File: src/common/ddr2_ext_consts.svh
// field positions, reset values and timing counts of the extended mode registers
`ifndef DDR2_EXT_CONSTS_SVH
`define DDR2_EXT_CONSTS_SVH

// ----------------------------------------------------------------------
// register width and reset values
// ----------------------------------------------------------------------
`define EXT_REG_WIDTH 13
`define EXT_SETTINGS_RESET 13'h0000
`define REFRESH_SETTINGS_RESET 13'h0000

// ----------------------------------------------------------------------
// bank address codes that select a register during a load
// ----------------------------------------------------------------------
`define SEL_EXTENDED_MODE 2'h1
`define SEL_REFRESH_RATE_MODE 2'h2

// ----------------------------------------------------------------------
// extended_mode_settings fields
// ----------------------------------------------------------------------
`define LOOP_DISABLE_BIT 0
`define DRIVE_STRENGTH_BIT 1
`define TERM_LOW_BIT 2
`define DELAY_LSB 3
`define DELAY_MSB 5
`define TERM_HIGH_BIT 6
`define CAL_LSB 7
`define CAL_MSB 9
`define COMPLEMENT_STROBE_OFF_BIT 10
`define REDUNDANT_STROBE_ON_BIT 11
`define OUTPUT_OFF_BIT 12

// ----------------------------------------------------------------------
// refresh_rate_mode_settings fields
// ----------------------------------------------------------------------
`define FAST_REFRESH_BIT 7

// ----------------------------------------------------------------------
// posted delay limits and delay-loop lock time
// ----------------------------------------------------------------------
`define POSTED_DELAY_MAX 3'h6
`define DELAY_STAGES 6
`define LOOP_LOCK_CLOCKS 200
`define LOOP_LOCK_COUNT 8'hc8

`endif

File: src/common/ddr2_ext_pkg.sv
// types shared by the extended mode register block
package ddr2_ext_pkg;

	// ------------------------------------------------------------------
	// device operating state, as supplied by the command sequencer
	// ------------------------------------------------------------------
	typedef enum logic [2:0] {
		ST_IDLE = 3'h0,
		ST_ACTIVE = 3'h1,
		ST_ACTIVE_PD = 3'h2,
		ST_PRECHARGE_PD = 3'h3,
		ST_SELF_REFRESH = 3'h4,
		ST_OTHER = 3'h5
	} dev_state_t;

	// ------------------------------------------------------------------
	// effective on-die termination value
	// ------------------------------------------------------------------
	typedef enum logic [1:0] {
		TERM_OFF = 2'h0,
		TERM_75 = 2'h1,
		TERM_150 = 2'h2,
		TERM_50 = 2'h3
	} term_value_t;

endpackage : ddr2_ext_pkg

File: src/rtl/posted_delay_line.sv
// holds an early read or write pulse for the posted delay
`timescale 1ns/1ps
`include "ddr2_ext_consts.svh"

module posted_delay_line (
	input wire logic clock,
	input wire logic reset_n,
	input wire logic early_pulse,
	input wire logic [2:0] delay,
	output logic issue_r
);

	logic [`DELAY_STAGES-1:0] stage_r;
	logic tap_sel;

	// ------------------------------------------------------------------
	// shift chain, one stage per clock of delay
	// ------------------------------------------------------------------
	genvar i;
	generate
		for (i = 0; i < `DELAY_STAGES; i = i + 1) begin : g_stage
			always_ff @(posedge clock or negedge reset_n) begin
				if (!reset_n)
					stage_r[i] <= 1'b0;
				else if (i == 0)
					stage_r[i] <= early_pulse;
				else
					stage_r[i] <= stage_r[(i == 0) ? 0 : i - 1];
			end
		end
	endgenerate

	// delays above the limit are clamped to the limit
	assign tap_sel = (delay == 3'h0) ? early_pulse :
		(delay > `POSTED_DELAY_MAX) ? stage_r[`DELAY_STAGES-1] :
		stage_r[delay - 3'h1];

	always_ff @(posedge clock or negedge reset_n) begin
		if (!reset_n)
			issue_r <= 1'b0;
		else
			issue_r <= tap_sel;
	end

endmodule : posted_delay_line

File: src/rtl/loop_lock_timer.sv
// counts the delay-loop lock time after a loop reset
`timescale 1ns/1ps
`include "ddr2_ext_consts.svh"

module loop_lock_timer (
	input wire logic clock,
	input wire logic reset_n,
	input wire logic restart,
	input wire logic hold,
	output logic locked_r
);

	logic [7:0] count_r;
	logic [7:0] count_nxt;
	logic done;

	assign done = (count_r == `LOOP_LOCK_COUNT);
	assign count_nxt = (restart || hold) ? 8'h00 :
		done ? count_r : count_r + 8'h01;

	always_ff @(posedge clock or negedge reset_n) begin
		if (!reset_n) begin
			count_r <= 8'h00;
			locked_r <= 1'b0;
		end else begin
			count_r <= count_nxt;
			locked_r <= (count_nxt == `LOOP_LOCK_COUNT);
		end
	end

endmodule : loop_lock_timer

File: src/rtl/ddr2_ext_mode_regs.sv
// extended mode registers: load decode, storage and derived controls
// ----------------------------------------------------------------------
// Functional notes
// - settings persist until reloaded; reloading never touches the array
// - bit zero of the extended register enables or disables the loop
// - self refresh turns loop off; exit re-enables and resets it
// - drive bit zero gives full drive, one gives reduced drive
// - bit ten zero drives complement strobe; one makes strobe single-ended
// - complement redundant strobe only with bit eleven set, bit ten clear
// - by-eight with bit eleven: redundant strobe copies strobe on reads
// - bit twelve set disables all data and strobe outputs
// - termination 50, 75 or 150 ohms chosen by bits six and two
// - termination pin honoured only in active and power-down states
// - posted delay of 0 to 6 clocks from bits three to five
// - early read or write held for the posted delay before execution
// - read latency is delay plus column latency; write is one less
// - second register uses only bit seven, the fast refresh bit
// - load with bank bits 01 selects the extended register
// - load with bank bits 10 selects the refresh-rate register
// ----------------------------------------------------------------------
`timescale 1ns/1ps
`include "ddr2_ext_consts.svh"

module ddr2_ext_mode_regs (
	input wire logic clock,
	input wire logic reset_n,
	input wire logic chip_select_n,
	input wire logic row_strobe_n,
	input wire logic col_strobe_n,
	input wire logic write_enable_n,
	input wire logic [2:0] bank_addr,
	input wire logic [12:0] addr,
	input wire logic [2:0] column_latency,
	input wire logic mode_loop_reset,
	input wire ddr2_ext_pkg::dev_state_t device_state,
	input wire logic term_pin,
	input wire logic wide8_config,
	input wire logic read_burst,
	input wire logic write_burst,
	input wire logic early_read,
	input wire logic early_write,
	output logic loop_enable_r,
	output logic loop_reset_r,
	output logic loop_locked_r,
	output logic drive_reduced_r,
	output logic data_out_enable_r,
	output logic strobe_out_enable_r,
	output logic complement_strobe_enable_r,
	output logic redundant_strobe_enable_r,
	output logic redundant_complement_enable_r,
	output ddr2_ext_pkg::term_value_t termination_value_r,
	output logic termination_on_r,
	output logic [2:0] posted_delay_r,
	output logic [3:0] read_latency_r,
	output logic [3:0] write_latency_r,
	output logic [2:0] driver_calibration_r,
	output logic fast_refresh_r,
	output logic read_issue_r,
	output logic write_issue_r
);

	// ------------------------------------------------------------------
	// load-mode command decode
	// ------------------------------------------------------------------
	function automatic logic load_selects(
		input logic cs_n,
		input logic ras_n,
		input logic cas_n,
		input logic we_n,
		input logic [1:0] bank,
		input logic [1:0] code
	);
		load_selects = !cs_n && !ras_n && !cas_n && !we_n && (bank == code);
	endfunction : load_selects

	logic load_extended;
	logic load_refresh;

	assign load_extended = load_selects(chip_select_n, row_strobe_n,
		col_strobe_n, write_enable_n, bank_addr[1:0],
		`SEL_EXTENDED_MODE);
	assign load_refresh = load_selects(chip_select_n, row_strobe_n,
		col_strobe_n, write_enable_n, bank_addr[1:0],
		`SEL_REFRESH_RATE_MODE);

	// ------------------------------------------------------------------
	// register storage
	// ------------------------------------------------------------------
	logic [`EXT_REG_WIDTH-1:0] extended_mode_settings_r;
	logic [`EXT_REG_WIDTH-1:0] refresh_rate_mode_settings_r;
	logic [`EXT_REG_WIDTH-1:0] extended_mode_settings_nxt;
	logic [`EXT_REG_WIDTH-1:0] refresh_rate_mode_settings_nxt;

	// only the address lines up to twelve are stored; higher ones are ignored
	assign extended_mode_settings_nxt = load_extended ? addr :
		extended_mode_settings_r;
	assign refresh_rate_mode_settings_nxt = load_refresh ? addr :
		refresh_rate_mode_settings_r;

	always_ff @(posedge clock or negedge reset_n) begin
		if (!reset_n) begin
			extended_mode_settings_r <= `EXT_SETTINGS_RESET;
			refresh_rate_mode_settings_r <= `REFRESH_SETTINGS_RESET;
		end else begin
			extended_mode_settings_r <= extended_mode_settings_nxt;
			refresh_rate_mode_settings_r <= refresh_rate_mode_settings_nxt;
		end
	end

	// ------------------------------------------------------------------
	// field extraction
	// ------------------------------------------------------------------
	logic loop_disable_bit;
	logic drive_strength_bit;
	logic complement_strobe_off_bit;
	logic redundant_strobe_on_bit;
	logic output_off_bit;
	logic fast_refresh_bit;
	logic [1:0] term_code;
	logic [2:0] delay_field;
	logic [2:0] cal_field;

	assign loop_disable_bit =
		extended_mode_settings_r[`LOOP_DISABLE_BIT];
	assign drive_strength_bit =
		extended_mode_settings_r[`DRIVE_STRENGTH_BIT];
	assign complement_strobe_off_bit =
		extended_mode_settings_r[`COMPLEMENT_STROBE_OFF_BIT];
	assign redundant_strobe_on_bit =
		extended_mode_settings_r[`REDUNDANT_STROBE_ON_BIT];
	assign output_off_bit = extended_mode_settings_r[`OUTPUT_OFF_BIT];
	assign term_code = {extended_mode_settings_r[`TERM_HIGH_BIT],
		extended_mode_settings_r[`TERM_LOW_BIT]};
	assign delay_field =
		extended_mode_settings_r[`DELAY_MSB:`DELAY_LSB];
	assign cal_field = extended_mode_settings_r[`CAL_MSB:`CAL_LSB];
	// every other bit of the second register is kept but has no effect
	assign fast_refresh_bit =
		refresh_rate_mode_settings_r[`FAST_REFRESH_BIT];

	// ------------------------------------------------------------------
	// delay-locked loop control
	// ------------------------------------------------------------------
	logic in_self_refresh;
	logic in_self_refresh_r;
	logic self_refresh_exit;
	logic loop_enable_nxt;
	logic loop_reset_nxt;

	assign in_self_refresh = (device_state == ddr2_ext_pkg::ST_SELF_REFRESH);
	assign self_refresh_exit = in_self_refresh_r && !in_self_refresh;
	assign loop_enable_nxt = !loop_disable_bit && !in_self_refresh;
	// exit restarts the loop; a mode-register reset also restarts it
	assign loop_reset_nxt = (self_refresh_exit && !loop_disable_bit) ||
		(mode_loop_reset && !loop_disable_bit);

	always_ff @(posedge clock or negedge reset_n) begin
		if (!reset_n) begin
			in_self_refresh_r <= 1'b0;
			loop_enable_r <= 1'b0;
			loop_reset_r <= 1'b0;
		end else begin
			in_self_refresh_r <= in_self_refresh;
			loop_enable_r <= loop_enable_nxt;
			loop_reset_r <= loop_reset_nxt;
		end
	end

	// lock status: reads are safe once this rises
	loop_lock_timer u_lock (
		.clock(clock),
		.reset_n(reset_n),
		.restart(loop_reset_r),
		.hold(!loop_enable_r),
		.locked_r(loop_locked_r)
	);

	// ------------------------------------------------------------------
	// drive strength and calibration report
	// ------------------------------------------------------------------
	always_ff @(posedge clock or negedge reset_n) begin
		if (!reset_n) begin
			drive_reduced_r <= 1'b0;
			driver_calibration_r <= 3'h0;
			fast_refresh_r <= 1'b0;
		end else begin
			drive_reduced_r <= drive_strength_bit;
			driver_calibration_r <= cal_field;
			fast_refresh_r <= fast_refresh_bit;
		end
	end

	// ------------------------------------------------------------------
	// data and strobe output enables
	// ------------------------------------------------------------------
	logic outputs_allowed;
	logic data_out_nxt;
	logic comp_strobe_nxt;
	logic red_strobe_nxt;
	logic red_comp_nxt;

	assign outputs_allowed = !output_off_bit && read_burst;
	assign data_out_nxt = outputs_allowed;
	assign comp_strobe_nxt = outputs_allowed &&
		!complement_strobe_off_bit;
	// redundant strobe follows the read strobe; writes leave it ignored
	assign red_strobe_nxt = outputs_allowed && wide8_config &&
		redundant_strobe_on_bit;
	assign red_comp_nxt = red_strobe_nxt &&
		!complement_strobe_off_bit;

	always_ff @(posedge clock or negedge reset_n) begin
		if (!reset_n) begin
			data_out_enable_r <= 1'b0;
			strobe_out_enable_r <= 1'b0;
			complement_strobe_enable_r <= 1'b0;
			redundant_strobe_enable_r <= 1'b0;
			redundant_complement_enable_r <= 1'b0;
		end else begin
			data_out_enable_r <= data_out_nxt;
			strobe_out_enable_r <= data_out_nxt;
			complement_strobe_enable_r <= comp_strobe_nxt;
			redundant_strobe_enable_r <= red_strobe_nxt;
			redundant_complement_enable_r <= red_comp_nxt;
		end
	end

	// ------------------------------------------------------------------
	// on-die termination
	// ------------------------------------------------------------------
	ddr2_ext_pkg::term_value_t term_value;
	logic term_state_ok;
	logic term_on_nxt;

	assign term_value = ddr2_ext_pkg::term_value_t'(term_code);
	assign term_state_ok = (device_state == ddr2_ext_pkg::ST_ACTIVE) ||
		(device_state == ddr2_ext_pkg::ST_ACTIVE_PD) ||
		(device_state == ddr2_ext_pkg::ST_PRECHARGE_PD);
	assign term_on_nxt = term_pin && term_state_ok &&
		(term_value != ddr2_ext_pkg::TERM_OFF);

	always_ff @(posedge clock or negedge reset_n) begin
		if (!reset_n) begin
			termination_value_r <= ddr2_ext_pkg::TERM_OFF;
			termination_on_r <= 1'b0;
		end else begin
			termination_value_r <= term_value;
			termination_on_r <= term_on_nxt;
		end
	end

	// ------------------------------------------------------------------
	// posted delay and latencies
	// ------------------------------------------------------------------
	logic [2:0] delay_eff;
	logic [3:0] read_latency_nxt;
	logic [3:0] write_latency_nxt;

	// reserved code seven is treated as the largest legal delay
	assign delay_eff = (delay_field > `POSTED_DELAY_MAX) ?
		`POSTED_DELAY_MAX : delay_field;
	assign read_latency_nxt = {1'b0, delay_eff} +
		{1'b0, column_latency};
	assign write_latency_nxt = (read_latency_nxt == 4'h0) ? 4'h0 :
		read_latency_nxt - 4'h1;

	always_ff @(posedge clock or negedge reset_n) begin
		if (!reset_n) begin
			posted_delay_r <= 3'h0;
			read_latency_r <= 4'h0;
			write_latency_r <= 4'h0;
		end else begin
			posted_delay_r <= delay_eff;
			read_latency_r <= read_latency_nxt;
			write_latency_r <= write_latency_nxt;
		end
	end

	// ------------------------------------------------------------------
	// early command hold
	// ------------------------------------------------------------------
	posted_delay_line u_read_hold (
		.clock(clock),
		.reset_n(reset_n),
		.early_pulse(early_read),
		.delay(delay_eff),
		.issue_r(read_issue_r)
	);

	posted_delay_line u_write_hold (
		.clock(clock),
		.reset_n(reset_n),
		.early_pulse(early_write),
		.delay(delay_eff),
		.issue_r(write_issue_r)
	);

endmodule : ddr2_ext_mode_regs

File: config.mk
export PLATFORM = sky130hd
export DESIGN_NAME = ddr2_ext_mode_regs
export DESIGN_NICKNAME = d
export VERILOG_FILES = /design/src/common/ddr2_ext_pkg.sv /design/src/rtl/posted_delay_line.sv /design/src/rtl/loop_lock_timer.sv /design/src/rtl/ddr2_ext_mode_regs.sv
export VERILOG_INCLUDE_DIRS = /design/src /design/src/common
export SDC_FILE = /design/constraint.sdc
export NUM_CORES = 1
export LEC_CHECK = 0
export ABC_AREA = 1
export BUFFER_PORTS_ARGS = -buffer_cell sky130_fd_sc_hd__buf_2
export CORE_MARGIN = 4
export CORE_UTILIZATION = 45
export CTS_CLUSTER_DIAMETER = 40
export DETAILED_ROUTE_END_ITERATION = 8
export PLACE_DENSITY = 0.8
export SLEW_MARGIN = 10
export SYNTH_ARGS = -nofsm -noshare
export SYNTH_HDL_FRONTEND = slang
export SYNTH_HIERARCHICAL = 1
export SYNTH_SLANG_ARGS = --single-unit
File: constraint.sdc
create_clock -name clock -period 2.6 [get_ports clock]
set_clock_uncertainty 0.15 [all_clocks]
set_input_delay 0 -clock clock [delete_from_list [all_inputs] [get_ports clock]]
set_output_delay 0 -clock clock [all_outputs]
set_load 0.02 [all_outputs]
# [Yosys cells after proc, flatten, opt, wreduce, memory -nomap -nowiden]
# Index checks and enable logic that the tools add are counted.
[word_totals] register_bits=70 out_inout_bits=29 elab_cells=92
[classes] reduce_logical=32 n_eq_ne=8 order_cmp=3 mux=12 add_sub_neg=4
[op_table] cell="== test 8 bit (second input constant)" n=2
[op_table] cell="logical AND 1 bit" n=16
[op_table] cell="2-to-1 mux 8 bit" n=2
[op_table] cell="zero test 1 bit" n=9
[op_table] cell="adder 8 x 1 -> 8 bit (second input constant)" n=1
[op_table] cell="binary-select mux 1 bit (select 3 bit)" n=2
[op_table] cell="== test 3 x 2 -> 1 bit (second input constant)" n=2
[op_table] cell="> comparator 3 bit (second input constant)" n=2
[op_table] cell="2-to-1 mux 1 bit" n=6
[op_table] cell="adder 3 x 3 -> 4 bit" n=1
[op_table] cell="zero test 4 bit" n=1
[op_table] cell="logical OR 1 bit" n=4
[op_table] cell="less-than comparator 3 x 4 -> 1 bit (second input constant)" n=1
[op_table] cell="2-to-1 mux 4 bit" n=1
[op_table] cell="subtractor 4 x 1 -> 4 bit (second input constant)" n=1
[op_table] cell="== test 3 x 1 -> 1 bit (second input constant)" n=1
[op_table] cell="== test 3 bit (second input constant)" n=1
[op_table] cell="zero test 3 bit" n=1
[op_table] cell="2-to-1 mux 3 bit" n=1
[op_table] cell="subtractor 3 x 1 -> 3 bit (second input constant)" n=1
[op_table] cell="== test 2 x 1 -> 1 bit (second input constant)" n=1
[op_table] cell="== test 2 bit (second input constant)" n=1
[op_table] cell="nonzero test 2 bit" n=1

# [Logic depth before layout (Yosys ltp)]
# Gate-level depths: netlist (run 1).
[logic_depth] ltp_word=7 depth_mapped=11 ltp_nobuf=11

# [Modules after synthesis]
# The synthesis (run 1) kept the hierarchy.
[modules_own_cells] module="ddr2_ext_mode_regs" area_each_um2=1555.2 instances=1 seq_area_each_um2=1001.0 cells_each=143
[modules_own_cells] module="posted_delay_line" area_each_um2=354.1 instances=2 seq_area_each_um2=175.2 cells_each=43
[modules_own_cells] module="loop_lock_timer" area_each_um2=561.8 instances=1 seq_area_each_um2=225.2 cells_each=82

# [Worst setup path before layout (run 1)]
# Ideal clock, no wire load.
[synth_timing] path_kind="reg-to-reg" start="register extended_mode_settings_r[5]" end="register write_latency_r[0]" stages_incl_launch_ff=8 setup_time_ps=113 t_required_ps=2337 slack_ps=59 arrival_time_ps=2278 cell_sequence="dfrtp_1 > a21boi_0 > ha_1 > fa_1 > nor2_1 > nand3_1 > nand2_1 > inv_1"
[synth_between] elab_chain_cells=5
[synth_rtl] element="from (decl)" line_no="ddr2_ext_mode_regs.sv:89" text="logic [`EXT_REG_WIDTH-1:0] extended_mode_settings_r;"
[synth_rtl] element="from (signal assigned)" line_no="ddr2_ext_mode_regs.sv:102" text="extended_mode_settings_r <= `EXT_SETTINGS_RESET;"
[synth_rtl] element="from (signal assigned)" line_no="ddr2_ext_mode_regs.sv:105" text="extended_mode_settings_r <= extended_mode_settings_nxt;"
[synth_rtl] element="> comparator 3 bit (no source line)"
[synth_rtl] element="2-to-1 mux 3 bit" line_no="ddr2_ext_mode_regs.sv:260" text="assign delay_eff = (delay_field > `POSTED_DELAY_MAX) ?"
[synth_rtl] element="via delay_eff[0]" line_no="ddr2_ext_mode_regs.sv:255" text="logic [2:0] delay_eff;"
[synth_rtl] element="adder 3 x 3 -> 4 bit" line_no="ddr2_ext_mode_regs.sv:262" text="assign read_latency_nxt = {1'b0, delay_eff} +"
[synth_rtl] element="via read_latency_nxt[1]" line_no="ddr2_ext_mode_regs.sv:256" text="logic [3:0] read_latency_nxt;"
[synth_rtl] element="zero test 4 bit" line_no="ddr2_ext_mode_regs.sv:264" text="assign write_latency_nxt = (read_latency_nxt == 4'h0) ? 4'h0 :"
[synth_rtl] element="2-to-1 mux 4 bit" line_no="ddr2_ext_mode_regs.sv:264"
[synth_rtl] element="via write_latency_nxt[0]" line_no="ddr2_ext_mode_regs.sv:257" text="logic [3:0] write_latency_nxt;"
[synth_rtl] element="to (signal assigned)" line_no="ddr2_ext_mode_regs.sv:275" text="write_latency_r <= write_latency_nxt;"
[synth_rtl] element="to (decl)" line_no="ddr2_ext_mode_regs.sv:55" text="output logic [3:0] write_latency_r,"
# The timed path passes the listed nets, and every way through them passes these cells.
# A chain may end at the register's enable or synchronous reset.

# [Worst setup path after layout (run 1)]
[layout_timing] start="register extended_mode_settings_r[4]" end="register write_latency_r[2]"
[layout_between] elab_chain_cells=5
[layout_rtl] element="> comparator 3 bit (no source line) (*)"
[layout_rtl] element="2-to-1 mux 3 bit (*)" line_no="ddr2_ext_mode_regs.sv:260"
[layout_rtl] element="via delay_eff[0]" line_no="ddr2_ext_mode_regs.sv:255"
[layout_rtl] element="adder 3 x 3 -> 4 bit (*)" line_no="ddr2_ext_mode_regs.sv:262"
[layout_rtl] element="via read_latency_nxt[1]" line_no="ddr2_ext_mode_regs.sv:256"
[layout_rtl] element="subtractor 4 x 1 -> 4 bit or zero test 4 bit (tied branches)" line_no="ddr2_ext_mode_regs.sv:265, ddr2_ext_mode_regs.sv:264"
[layout_rtl] element="2-to-1 mux 4 bit (*)" line_no="ddr2_ext_mode_regs.sv:264"
[layout_rtl] element="via write_latency_nxt[2]" line_no="ddr2_ext_mode_regs.sv:257"
# The timed path passes the listed nets; every way through them passes the cells marked *.

==> results.md, run 1 <==
- Post-Syn Area: 0.002825 mm²
- Total grt overflow: 0
- Synth warn: 6
- HPWL after DPL: 3966 µm
- Root buffer cell: clkbuf_8
- Footprint of the multi-input gates: roughly 970 µm²
- Vias after detailed routing: 2232
- Fmax: between 400 and 500 MHz
- Clock-pin slew on the worst setup and hold paths: around 0.080 ns
- First-pass GRT wire length: around 10000 µm
- Setup WS post-layout: between 0.4 and 0.5 ns
- Hold Vio Cnt, Final: 0
- Port Buffers: a little over 60
- Area growth from synthesis to layout: 32.06%
- Worst Setup Start Kind: flop
- Post-synthesis sequential area ratio: 0.5580
- TritonRoute pass-1 iters: 4
- Detail Route Antenna Nets: 0
- WL final: between 5000 and 6000 µm
- CTS buffer count: 9
- DR top layer: met4
- Metal-1 WL: approximately 2500 µm
- Kind of critical path: reg2reg
- Most frequent cells in the layout: nand2_1, dfrtp_1, inv_1, buf_2, dlygate4sd3_1
- Relative slew slack: 0.7236
- Vias in the first global route: between 2k and 2.5k
- Dpl ws: 0.4136 ns
- Setup_tns: 0 ns
- Worst hold slack: approximately 0.016 ns
- Post-Synthesis Cells: approximately 310
- Main area contributors after synthesis: dfrtp_1, nand2_1, inv_1, ha_1, o21ai_2
- Min-delay worst type: in2reg
- Routed len/inst: about 12 µm
- Primary FF master, synth: dfrtp_1
- Worst-margin pin slew: roughly 0.41 ns
- DRC viols: 0
- Max_cap viols: 0
- Iteration-0 DRC Markers: 176
- Share of layout cells above drive strength 1: 0.2536
- Post-Layout Cell Count: ~500
- RSZ-0062 raised after global routing: false
- Seq cells post-synth: between 60 and 70
- Number of flops mapped to enable cells by yosys: 0
- CP max FO: 9
- Netlist cell types: 28
- CORE AREA: about 0.006 mm²
- Wire length on met3: slightly below 400 µm
- Clock latency on the worst-skew pair: ~0.34 ns
- Register area: 0.001577 mm²
- Tmin final: approximately 2.2 ns
- Finish-stage setup viols: 0
- Antenna violations before repair: 0
- DR vias/cell: between 4 and 5
- Die Wd: 87.24 µm
- Setup bufs post-CTS: 0
- Static Leakage: ~2.0 nW
- FILL cells: roughly 480
- Req. time, crit path: between 2 and 3 ns
- Avg Cell Area, Syn: about 9 µm²
- Clk sink count: 63
- CTS H-Tree Depth: 3
- Power per cell area: 764.8 mW/mm²
- Crit path DAT: 2.29 ns
- Initial Util: 0.4716
- Most common cell after layout, fill and taps aside: nand2_1
- Post-synth top area share: 0.5580
- Nets: 456
- Max IR drop VDD: roughly 0.00050 V
- Final Max Tran Viols: 0
- # IOs: 64
- CTS Buffer Depth: 2
- DR WL met2: ~2900 µm
- Largest net degree at the start of global routing: 64
- # diodes: 0
- Final Total Pwr: approximately 0.0029 W
- Final cycle utilization of the critical path: 0.8426
- Syn nets: between 300 and 400
- Die Ht: a little under 90 µm
- Full die area: approximately 0.0076 mm²
- Placed cells: between 400 and 500
- FFs w/ async S/R, synth: 1.000
- Gp weighted congestion: just over 0.8
- TritonCTS clock tree: done
- Area leader, netlist: dfrtp_1
- Outcome: finished clean
- Core Rows: 28
- Crit end category: flop
- Gr usage total: 0.1760
## cells by family (layout without fill, tap and decap cells)
logic type | Yosys count | after routing | share of synthesized area
AND/OR/NAND/NOR | 140 | 140 | 0.2183
buffers and inverters | 69 | 172 | 0.09876
flip-flops | 63 | 63 | 0.5580
AO/OA/AOI/OAI | 27 | 27 | 0.06909
adder cells (fa/ha/maj) | 12 | 12 | 0.05580
## layout make-up
cell class / instances / area share
multi-input combinational: 179 / 0.2599
clock inverter: 7 / 0.02616
sequential: 63 / 0.4225
tap: 75 / 0.02515
inverter: 63 / 0.06338
clock buffer: 9 / 0.03320
timing repair buffer: 93 / 0.1697
## synth_stat cells, types with 3 or more instances
master	instances
nand2_1	78
dfrtp_1	63
inv_1	61
nor2_1	27
nand3_1	16
o21ai_2	13
ha_1	11
o21ai_0	6
a21oi_1	4
nor2_2	4
nand3b_1	3
## worst max-delay path: stages, from the launching register on
cell and delay, ns:
dfrtp_1 0.51, a21boi_0 0.31, ha_1 0.25, fa_1 0.47
nor2_1 0.18, nand2_1 0.09, o21ai_0 0.15
## registers in the layout (all words and copies together), names as in the netlist, 2 cells and up
signal                    cells
write_latency_r               4
u_read_hold/stage_r           6
read_latency_r                4
termination_value_r           2
u_write_hold/stage_r          6
driver_calibration_r          3
posted_delay_r                3
u_lock/count_r                8
extended_mode_settings_r     13
## repair_timing
item,in CTS,in global routing
hold buffers,30,0
hold endpoints to repair,93,0
resized for setup,0,0
## per-stage QoR
step | cell area, µm² | util
6_report | 3731 | 0.6228
3_3_place_gp | 3209 | 0.5357
5_1_grt | 3731 | 0.6228
2_1_floorplan | 2825 | -
4_1_cts | 3731 | 0.6228
3_5_place_dp | 3209 | 0.5357
## layer usage
| metal | vias up | global-route usage |
|---|---|---|
| met5 | - | 0 |
| met4 | 0 | 0.08926 |
| met3 | 11 | 0.03784 |
| met2 | 62 | 0.2933 |
| met1 | 1017 | 0.2150 |
| li1 | 1142 | - |
## power by group
group / internal (W) / switching (W) / leakage [nW]
registers: 0.00113 / 0.0000807 / 0.800
logic: 0.000272 / 0.000439 / 1.13
clock network: 0.000541 / 0.000395 / 0.105
## final timing paths
check | from | to | slack [ns] | cells after the start
min | bank_addr[1] | extended_mode_settings_r[7] | 0.02 | 4
min in group asynchronous | reset_n | extended_mode_settings_r[11] | 0.06 | 3
max in group asynchronous | reset_n | extended_mode_settings_r[2] | 1.99 | 3
max | extended_mode_settings_r[4] | write_latency_r[2] | 0.41 | 6
min reg2reg | u_read_hold/stage_r[4] | u_read_hold/stage_r[5] | 0.22 | 0
max reg2reg | extended_mode_settings_r[4] | write_latency_r[2] | 0.41 | 6
Note: power is estimated with default switching activity, not from simulation.
==> inputs of run 2 (changes only) <==
ABC_AREA = 0   (was 1)
PLACE_DENSITY = 0.81   (was 0.8)
clock period = 1.85 ns   (was 2.6 ns; I/O delays follow)
==> run 2 against run 1 <==
  * Clock power increased by 25%
  * Core utilization increased by 4.9 points
  * Design area increased by 0.91%
  * Power increased by 46%
  * Synthesized cell count decreased by 38%
  * The flow now finishes with violations (setup timing)
  * Area after synthesis decreased by 6.1%
  * Count of clock-buffer cells in the layout increased by 4
  * Wire length decreased by 1.2%
  * Via count decreased by 15%
  * Global-route usage increased by 0.44 points
==> results.md, run 2 <==
- Post-synthesis sequential area ratio: 0.5943 (+0.03632)
- WL final: 5898 µm (-1.2%)
- Antenna violations before repair: 0 (unchanged)
- Initial Util: 0.4730 (+0.001407)
- Most common cell after layout, fill and taps aside: dfrtp_1
- Area growth from synthesis to layout: 41.93%
- Nets: 358 (-21%)
- Max IR drop VDD: 0.0005792 V (+17%)
- Hold depth: 5 (+1)
- Max_cap viols: 0 (unchanged)
- WHS Endpoint: read_latency_r[3]
- Static Leakage: 1.851 nW (-9.2%)
- TritonRoute pass-1 iters: 4 (unchanged)
- DRC viols: 0 (unchanged)
- Post-Synthesis Cells: 193 (-38%)
- Hold path startpoint: column_latency[1]
- Post-Syn Area: 0.002653 mm² (-6.1%)
- Tmin final: 2.047 ns (-0.1431 ns)
- Biggest regs: extended_mode_settings_r: 13 flops, u_lock/count_r: 8 flops
- Final cycle utilization of the critical path: 1.107 (+0.2642)
- Primary FF master, synth: dfrtp_1
- Full die area: 0.007187 mm² (-5.6%)
- Worst Setup Start Kind: flop
- # IOs: 64 (unchanged)
- Core Rows: 27 (-3.6%)
- Iteration-0 DRC Markers: 74 (-58%)
- Final Max Tran Viols: 0 (unchanged)
- Avg Cell Area, Syn: 13.74 µm² (+51%)
- Netlist cell types: 45 (+61%)
- DR vias/cell: 4.915 (+7.7%)
- Die Ht: 84.78 µm (-2.8%)
- Total grt overflow: 0 (unchanged)
- Main area contributors after synthesis: dfrtp_1, mux2_4, ha_1, mux2_2, nor2_1
- FILL cells: 429 (-9.7%)
- Clk sink count: 63 (unchanged)
- Crit end category: flop
- Final Util: 0.6714 (+0.04854)
- Req. time, crit path: 1.91 ns (-0.79 ns)
- Relative slew slack: 0.5869 (-0.1366)
- Reg with most FFs: extended_mode_settings_r
- Clock-pin slew on the worst setup and hold paths: 0.07 ns (about the same)
- Kind of critical path: reg2reg
- Most frequent cells in the layout: dfrtp_1, buf_2, dlygate4sd3_1, buf_4, nor2_1
- CTS H-Tree Depth: 3 (unchanged)
- Die Wd: 84.78 µm (-2.8%)
- Synth warn: 6 (unchanged)
- Setup WS post-layout: -0.1975 ns (-0.6069 ns)
- # diodes: 0 (unchanged)
- Largest net degree at the start of global routing: 28 (-56%)
- Gr usage total: 0.1804 (+0.004395)
- Vias in the first global route: 2073 (-8.6%)
- Power per cell area: 1109 mW/mm² (+45%)
- R2r setup slk: -0.20 ns (-0.61 ns)
- Final Total Pwr: 0.004177 W (+46%)
- Vias after detailed routing: 1907 (-15%)
- Number of flops mapped to enable cells by yosys: 0 (unchanged)
- Root buffer cell: clkbuf_8
- Failing checks: setup timing
- Gp weighted congestion: 0.7250 (-11%)
- Detail Route Antenna Nets: 0 (unchanged)
- Finish-stage setup viols: 6 (+6)
- Hold Vio Cnt, Final: 0 (unchanged)
- Area leader, netlist: dfrtp_1
- Crit path DAT: 2.11 ns (-0.18 ns)
- Syn nets: 240 (-33%)
- FFs w/ async S/R, synth: 1.000 (unchanged)
- CORE AREA: 0.005608 mm² (-6.4%)
- RR Startpoint: extended_mode_settings_r[4]
- TritonCTS clock tree: done
- Port Buffers: 61 (unchanged)
- Min-delay worst type: in2reg
- Outcome: finished with violations
- Routed len/inst: 15.20 µm (+24%)
- Worst-margin pin slew: 0.6196 ns (+0.2065 ns)
- Max FFs per register: 13 (unchanged)
- Most common cell in the synthesized netlist: dfrtp_1
- RSZ-0062 raised after global routing: true
- Clock latency on the worst-skew pair: 0.34 ns (about the same)
- Setup_tns: -0.8993 ns (-0.8993 ns)
- Seq cells post-synth: 63 (unchanged)
- Fmax: 488.4 MHz (+7.0%)
- Worst R2R Path Depth: 5 (-1)
- Post-synth top cells: dfrtp_1, nor2_1, ha_1, mux2_4, inv_1
- First-pass GRT wire length: 9963 µm (-1.8%)
- HPWL after DPL: 3772 µm (-4.9%)
- CTS buffer count: 9 (unchanged)
- CP max FO: 3 (-6)
- Share of layout cells above drive strength 1: 0.4589 (+0.2052)
- CTS Buffer Depth: 2 (unchanged)
- Post-synth top area share: 0.5943 (+0.03632)
- RR Endpoint: write_latency_r[3]
-- run 2: cell types whose count changed in the layout (fill, tap and decap cells not counted), sizes merged, moves of 5 or more --
cell   delta
buf      +19
inv      -54
mux2     +16
nand2    -74
nand3    -12
nor2     -14
nor2b     +6
o21ai    -16
xor2      +5
-- run 2: per-layer routing --
layer / wire [µm] / global-route usage
met5: 0 / 0
met4: 187 / 0.1036
met3: 313 / 0.04220
met2: 2993 / 0.3025
met1: 2405 / 0.2114
-- run 2: critical path, cell delays in order (launching register included) --
cell and delay, ns:
dfrtp_1 0.41, a21boi_4 0.24, ha_4 0.18, fa_2 0.43, or3_4 0.38, nor2b_1 0.13
-- run 2: layout make-up --
class / count / area [µm²] / area share
Multi-Input combinational cell: 117 / 1100 / 0.2921
Inverter: 9 / 33.78 / 0.008973
Tap cell: 72 / 90.09 / 0.02393
Sequential cell: 63 / 1577 / 0.4187
Clock buffer: 13 / 148.9 / 0.03955
Timing Repair Buffer: 111 / 773.2 / 0.2054
Clock inverter: 3 / 42.54 / 0.01130
-- run 2: worst max path at each step --
| stage | startpoint | endpoint | slack (ns) | cells past startpoint |
|---|---|---|---|---|
| finish | extended_mode_settings_r[4] | write_latency_r[3] | -0.20 | 5 |
| global route | extended_mode_settings_r[4] | u_write_hold/issue_r | -0.27 | 8 |
| CTS | extended_mode_settings_r[5] | write_latency_r[3] | -0.14 | 5 |
| detailed placement | extended_mode_settings_r[3] | write_latency_r[3] | -0.21 | 6 |
| global placement | extended_mode_settings_r[3] | write_latency_r[3] | -0.17 | 6 |
| floorplan | extended_mode_settings_r[4] | write_latency_r[3] | -0.26 | 5 |
-- run 2: logic make-up (layout without fill, tap and decap cells) --
kind of cell,after synthesis,count (layout),share of synthesized area
flops,63,63,0.5943
simple gates,58,58,0.1401
compound gates,19,19,0.05094
mux,19,19,0.1028
buf+inv,13,136,0.02264
fa+ha+maj,12,12,0.05943
xor+xnor,9,9,0.02971
-- run 2: per-stage QoR --
| stage | instance area (µm²) | worst slack (ns) | cells | hold slack (ns) |
|---|---|---|---|---|
| finish | 3765 | -0.1975 | 388 | 0.05390 |
| global route | 3765 | -0.2694 | 388 | 0.06130 |
| global placement | 3153 | -0.1680 | 336 | -0.1084 |
| CTS | 3707 | -0.1426 | 386 | 0.04102 |
| floorplan | 2666 | -0.2611 | 193 | -0.4456 |
| detailed placement | 3153 | -0.2069 | 336 | -0.09996 |
-- run 2: timing repair --
action                                 in CTS  in global routing
hold buffers                               29                  0
buffers inserted                            5                  2
endpoints found under the hold margin      84                  0
gates resized for setup                    11                 12
setup endpoints to repair                   6                  8
pin swaps                                   3                  4
-- run 2: power by group --
group / switching, W / internal [W] / total [W]
logic: 0.000667 / 0.000637 / 0.00130
clock network: 0.000507 / 0.000659 / 0.00117
registers: 0.000103 / 0.00160 / 0.00171
==> inputs of run 3 (changes only) <==
SKIP_CTS_REPAIR_TIMING = 1   (was not set)
TNS_END_PERCENT = 1   (was not set)
==> run 3 against run 2 <==
  * Wire length shrank 9.7%
  * Worst setup slack lost 0.0024 ns
  * Sequential power is essentially flat
  * Register-to-register slack is essentially flat
  * The run still ends with setup timing left
  * Die area is the same
  * Sequential share of layout area grew 1.4 points
  * Hold slack lost 0.044 ns
  * Non-clock buffer count shrank 9
  * Design area shrank 3.3%
  * Final cell count shrank 2.6%
  * Critical path type unchanged
==> results.md, run 3 (synthesized netlist as in run 2, its figures left out) <==
- CORE AREA: 0.005608 mm² (unchanged)
- Antenna violations before repair: 0 (unchanged)
- Worst-margin pin slew: 0.4679 ns (-0.1517 ns)
- Port Buffers: 61 (unchanged)
- Final cycle utilization of the critical path: 1.108 (+0.001298)
- Worst R2R Path Depth: 5 (unchanged)
- Kind of critical path: reg2reg
- HPWL after DPL: 3548 µm (-6.0%)
- Largest net degree at the start of global routing: 64 (+130%)
- Static Leakage: 1.815 nW (-1.9%)
- Routed len/inst: 14.08 µm (-7.3%)
- R2r setup slk: -0.20 ns (about the same)
- Power per cell area: 1116 mW/mm² (+0.61%)
- Nets: 349 (-2.5%)
- Setup WS post-layout: -0.1999 ns (-0.002401 ns)
- Reg with most FFs: extended_mode_settings_r
- WL final: 5324 µm (-9.7%)
- DR vias/cell: 4.722 (-3.9%)
- DRC viols: 0 (unchanged)
- Tmin final: 2.050 ns (+0.002401 ns)
- Req. time, crit path: 1.89 ns (-0.02 ns)
- Vias in the first global route: 1797 (-13%)
- # diodes: 0 (unchanged)
- Die Wd: 84.78 µm (unchanged)
- Gp weighted congestion: 0.7672 (+5.8%)
- Gr usage total: 0.1444 (-0.03601)
- Detail Route Antenna Nets: 0 (unchanged)
- Comb pwr share: 0.291 (-0.021)
- Worst hold slack: 0.009722 ns (-0.04418 ns)
- Relative slew slack: 0.6864 (+0.09946)
- Max_cap viols: 0 (unchanged)
- P_sw: 0.001212 W (-5.1%)
- CTS buffer count: 9 (unchanged)
- Total grt overflow: 0 (unchanged)
- Int Pwr: 0.002852 W (-1.7%)
- Finished Cell Area: 0.003641 mm² (-3.3%)
- Min-delay worst type: in2reg
- Final Util: 0.6493 (-0.02209)
- Vias after detailed routing: 1785 (-6.4%)
- Most common cell after layout, fill and taps aside: dfrtp_1
- Worst Setup Start Kind: flop
- Clk sink count: 63 (unchanged)
- Max FFs per register: 13 (unchanged)
- Switch share: 0.2981 (-0.007477)
- Die Ht: 84.78 µm (unchanged)
- Biggest regs: extended_mode_settings_r: 13 flops, u_lock/count_r: 8 flops
- Hold depth: 3 (-2)
- Most frequent cells in the layout: dfrtp_1, buf_2, dlygate4sd3_1, nor2_1, buf_4
- CTS H-Tree Depth: 3 (unchanged)
- Placed Area: 0.003146 mm² (-0.24%)
- Clock-pin slew on the worst setup and hold paths: 0.06 ns (about the same)
- Final Max Tran Viols: 0 (unchanged)
- TritonRoute pass-1 iters: 4 (unchanged)
- CP max FO: 5 (+2)
- Share of layout cells above drive strength 1: 0.4216 (-0.03729)
- RSZ-0062 raised after global routing: true
- Iteration-0 DRC Markers: 90 (+22%)
- Full die area: 0.007187 mm² (unchanged)
- Finish-stage setup viols: 7 (+1)
- Fmax: 487.8 MHz (-0.12%)
- First-pass GRT wire length: 8169 µm (-18%)
- Crit end category: flop
- Dpl ws: -0.2310 ns (-0.02409 ns)
- CTS Buffer Depth: 2 (unchanged)
- Root buffer cell: clkbuf_8
- Outcome: finished with violations
- # IOs: 64 (unchanged)
- Hold Vio Cnt, Final: 0 (unchanged)
- TritonCTS clock tree: done
- Area growth from synthesis to layout: 37.26%
- Share of power burned in registers: 0.418 (+0.009)
- Max IR drop VDD: 0.0006174 V (+6.6%)
- Initial Util: 0.4730 (unchanged)
- Core Rows: 27 (unchanged)
- Crit path DAT: 2.09 ns (-0.02 ns)
- Failing checks: setup timing
- Clock power frac: 0.291 (+0.012)
- Clock latency on the worst-skew pair: 0.33 ns (about the same)
run 3: area by class of cell:
| class | instances | area, µm² |
|---|---|---|
| timing repair buffer | 102 | 693.2 |
| sequential | 63 | 1577 |
| clock inverter | 3 | 42.54 |
| inverter | 9 | 33.78 |
| multi-input combinational | 117 | 1050 |
| tap | 72 | 90.09 |
| fill | 436 | 1967 |
| clock buffer | 12 | 155.1 |
run 3: path summary, 6_finish.rpt:
path / endpoint / from
min in group asynchronous: u_read_hold/stage_r[3] / reset_n
hold reg to reg: u_write_hold/stage_r[4] / u_write_hold/stage_r[3]
setup / recovery: write_latency_r[3] / extended_mode_settings_r[5]
setup reg to reg: write_latency_r[3] / extended_mode_settings_r[5]
max in group asynchronous: posted_delay_r[1] / reset_n
hold / removal: read_latency_r[1] / column_latency[1]
run 3: power by group through the flow:
stage               Clock (W)  Sequential (W)  Combinational [W]
finish                0.00118         0.00170            0.00118
global route          0.00127         0.00173            0.00129
CTS                   0.00121         0.00170            0.00112
detailed placement          0         0.00172            0.00111
global placement            0         0.00172            0.00108
floorplan                   0         0.00191           0.000498
run 3: through the flow:
step / setup TNS, ns / instances / total power (W)
floorplan: -0.7128 / 193 / 0.002405
CTS: -0.8744 / 350 / 0.004029
global route: -1.359 / 378 / 0.004288
finish: -0.7668 / 378 / 0.004064
detailed placement: -0.7525 / 335 / 0.002837
global placement: -0.4598 / 335 / 0.002792
run 3: worst max-delay path, stage by stage (launching register included):
cell and delay [ns]:
dfrtp_1 0.41, a21boi_4 0.25, ha_4 0.18, fa_2 0.42
or3_4 0.37, nor2b_1 0.14
run 3: layer usage:
metal	GRT usage	share of wire	vias to the layer above
li1	-	-	877
met1	0.1781	0.44	844
met2	0.2235	0.49	56
met3	0.04416	0.054	8
met4	0.08489	0.019	0
met5	0	0	-
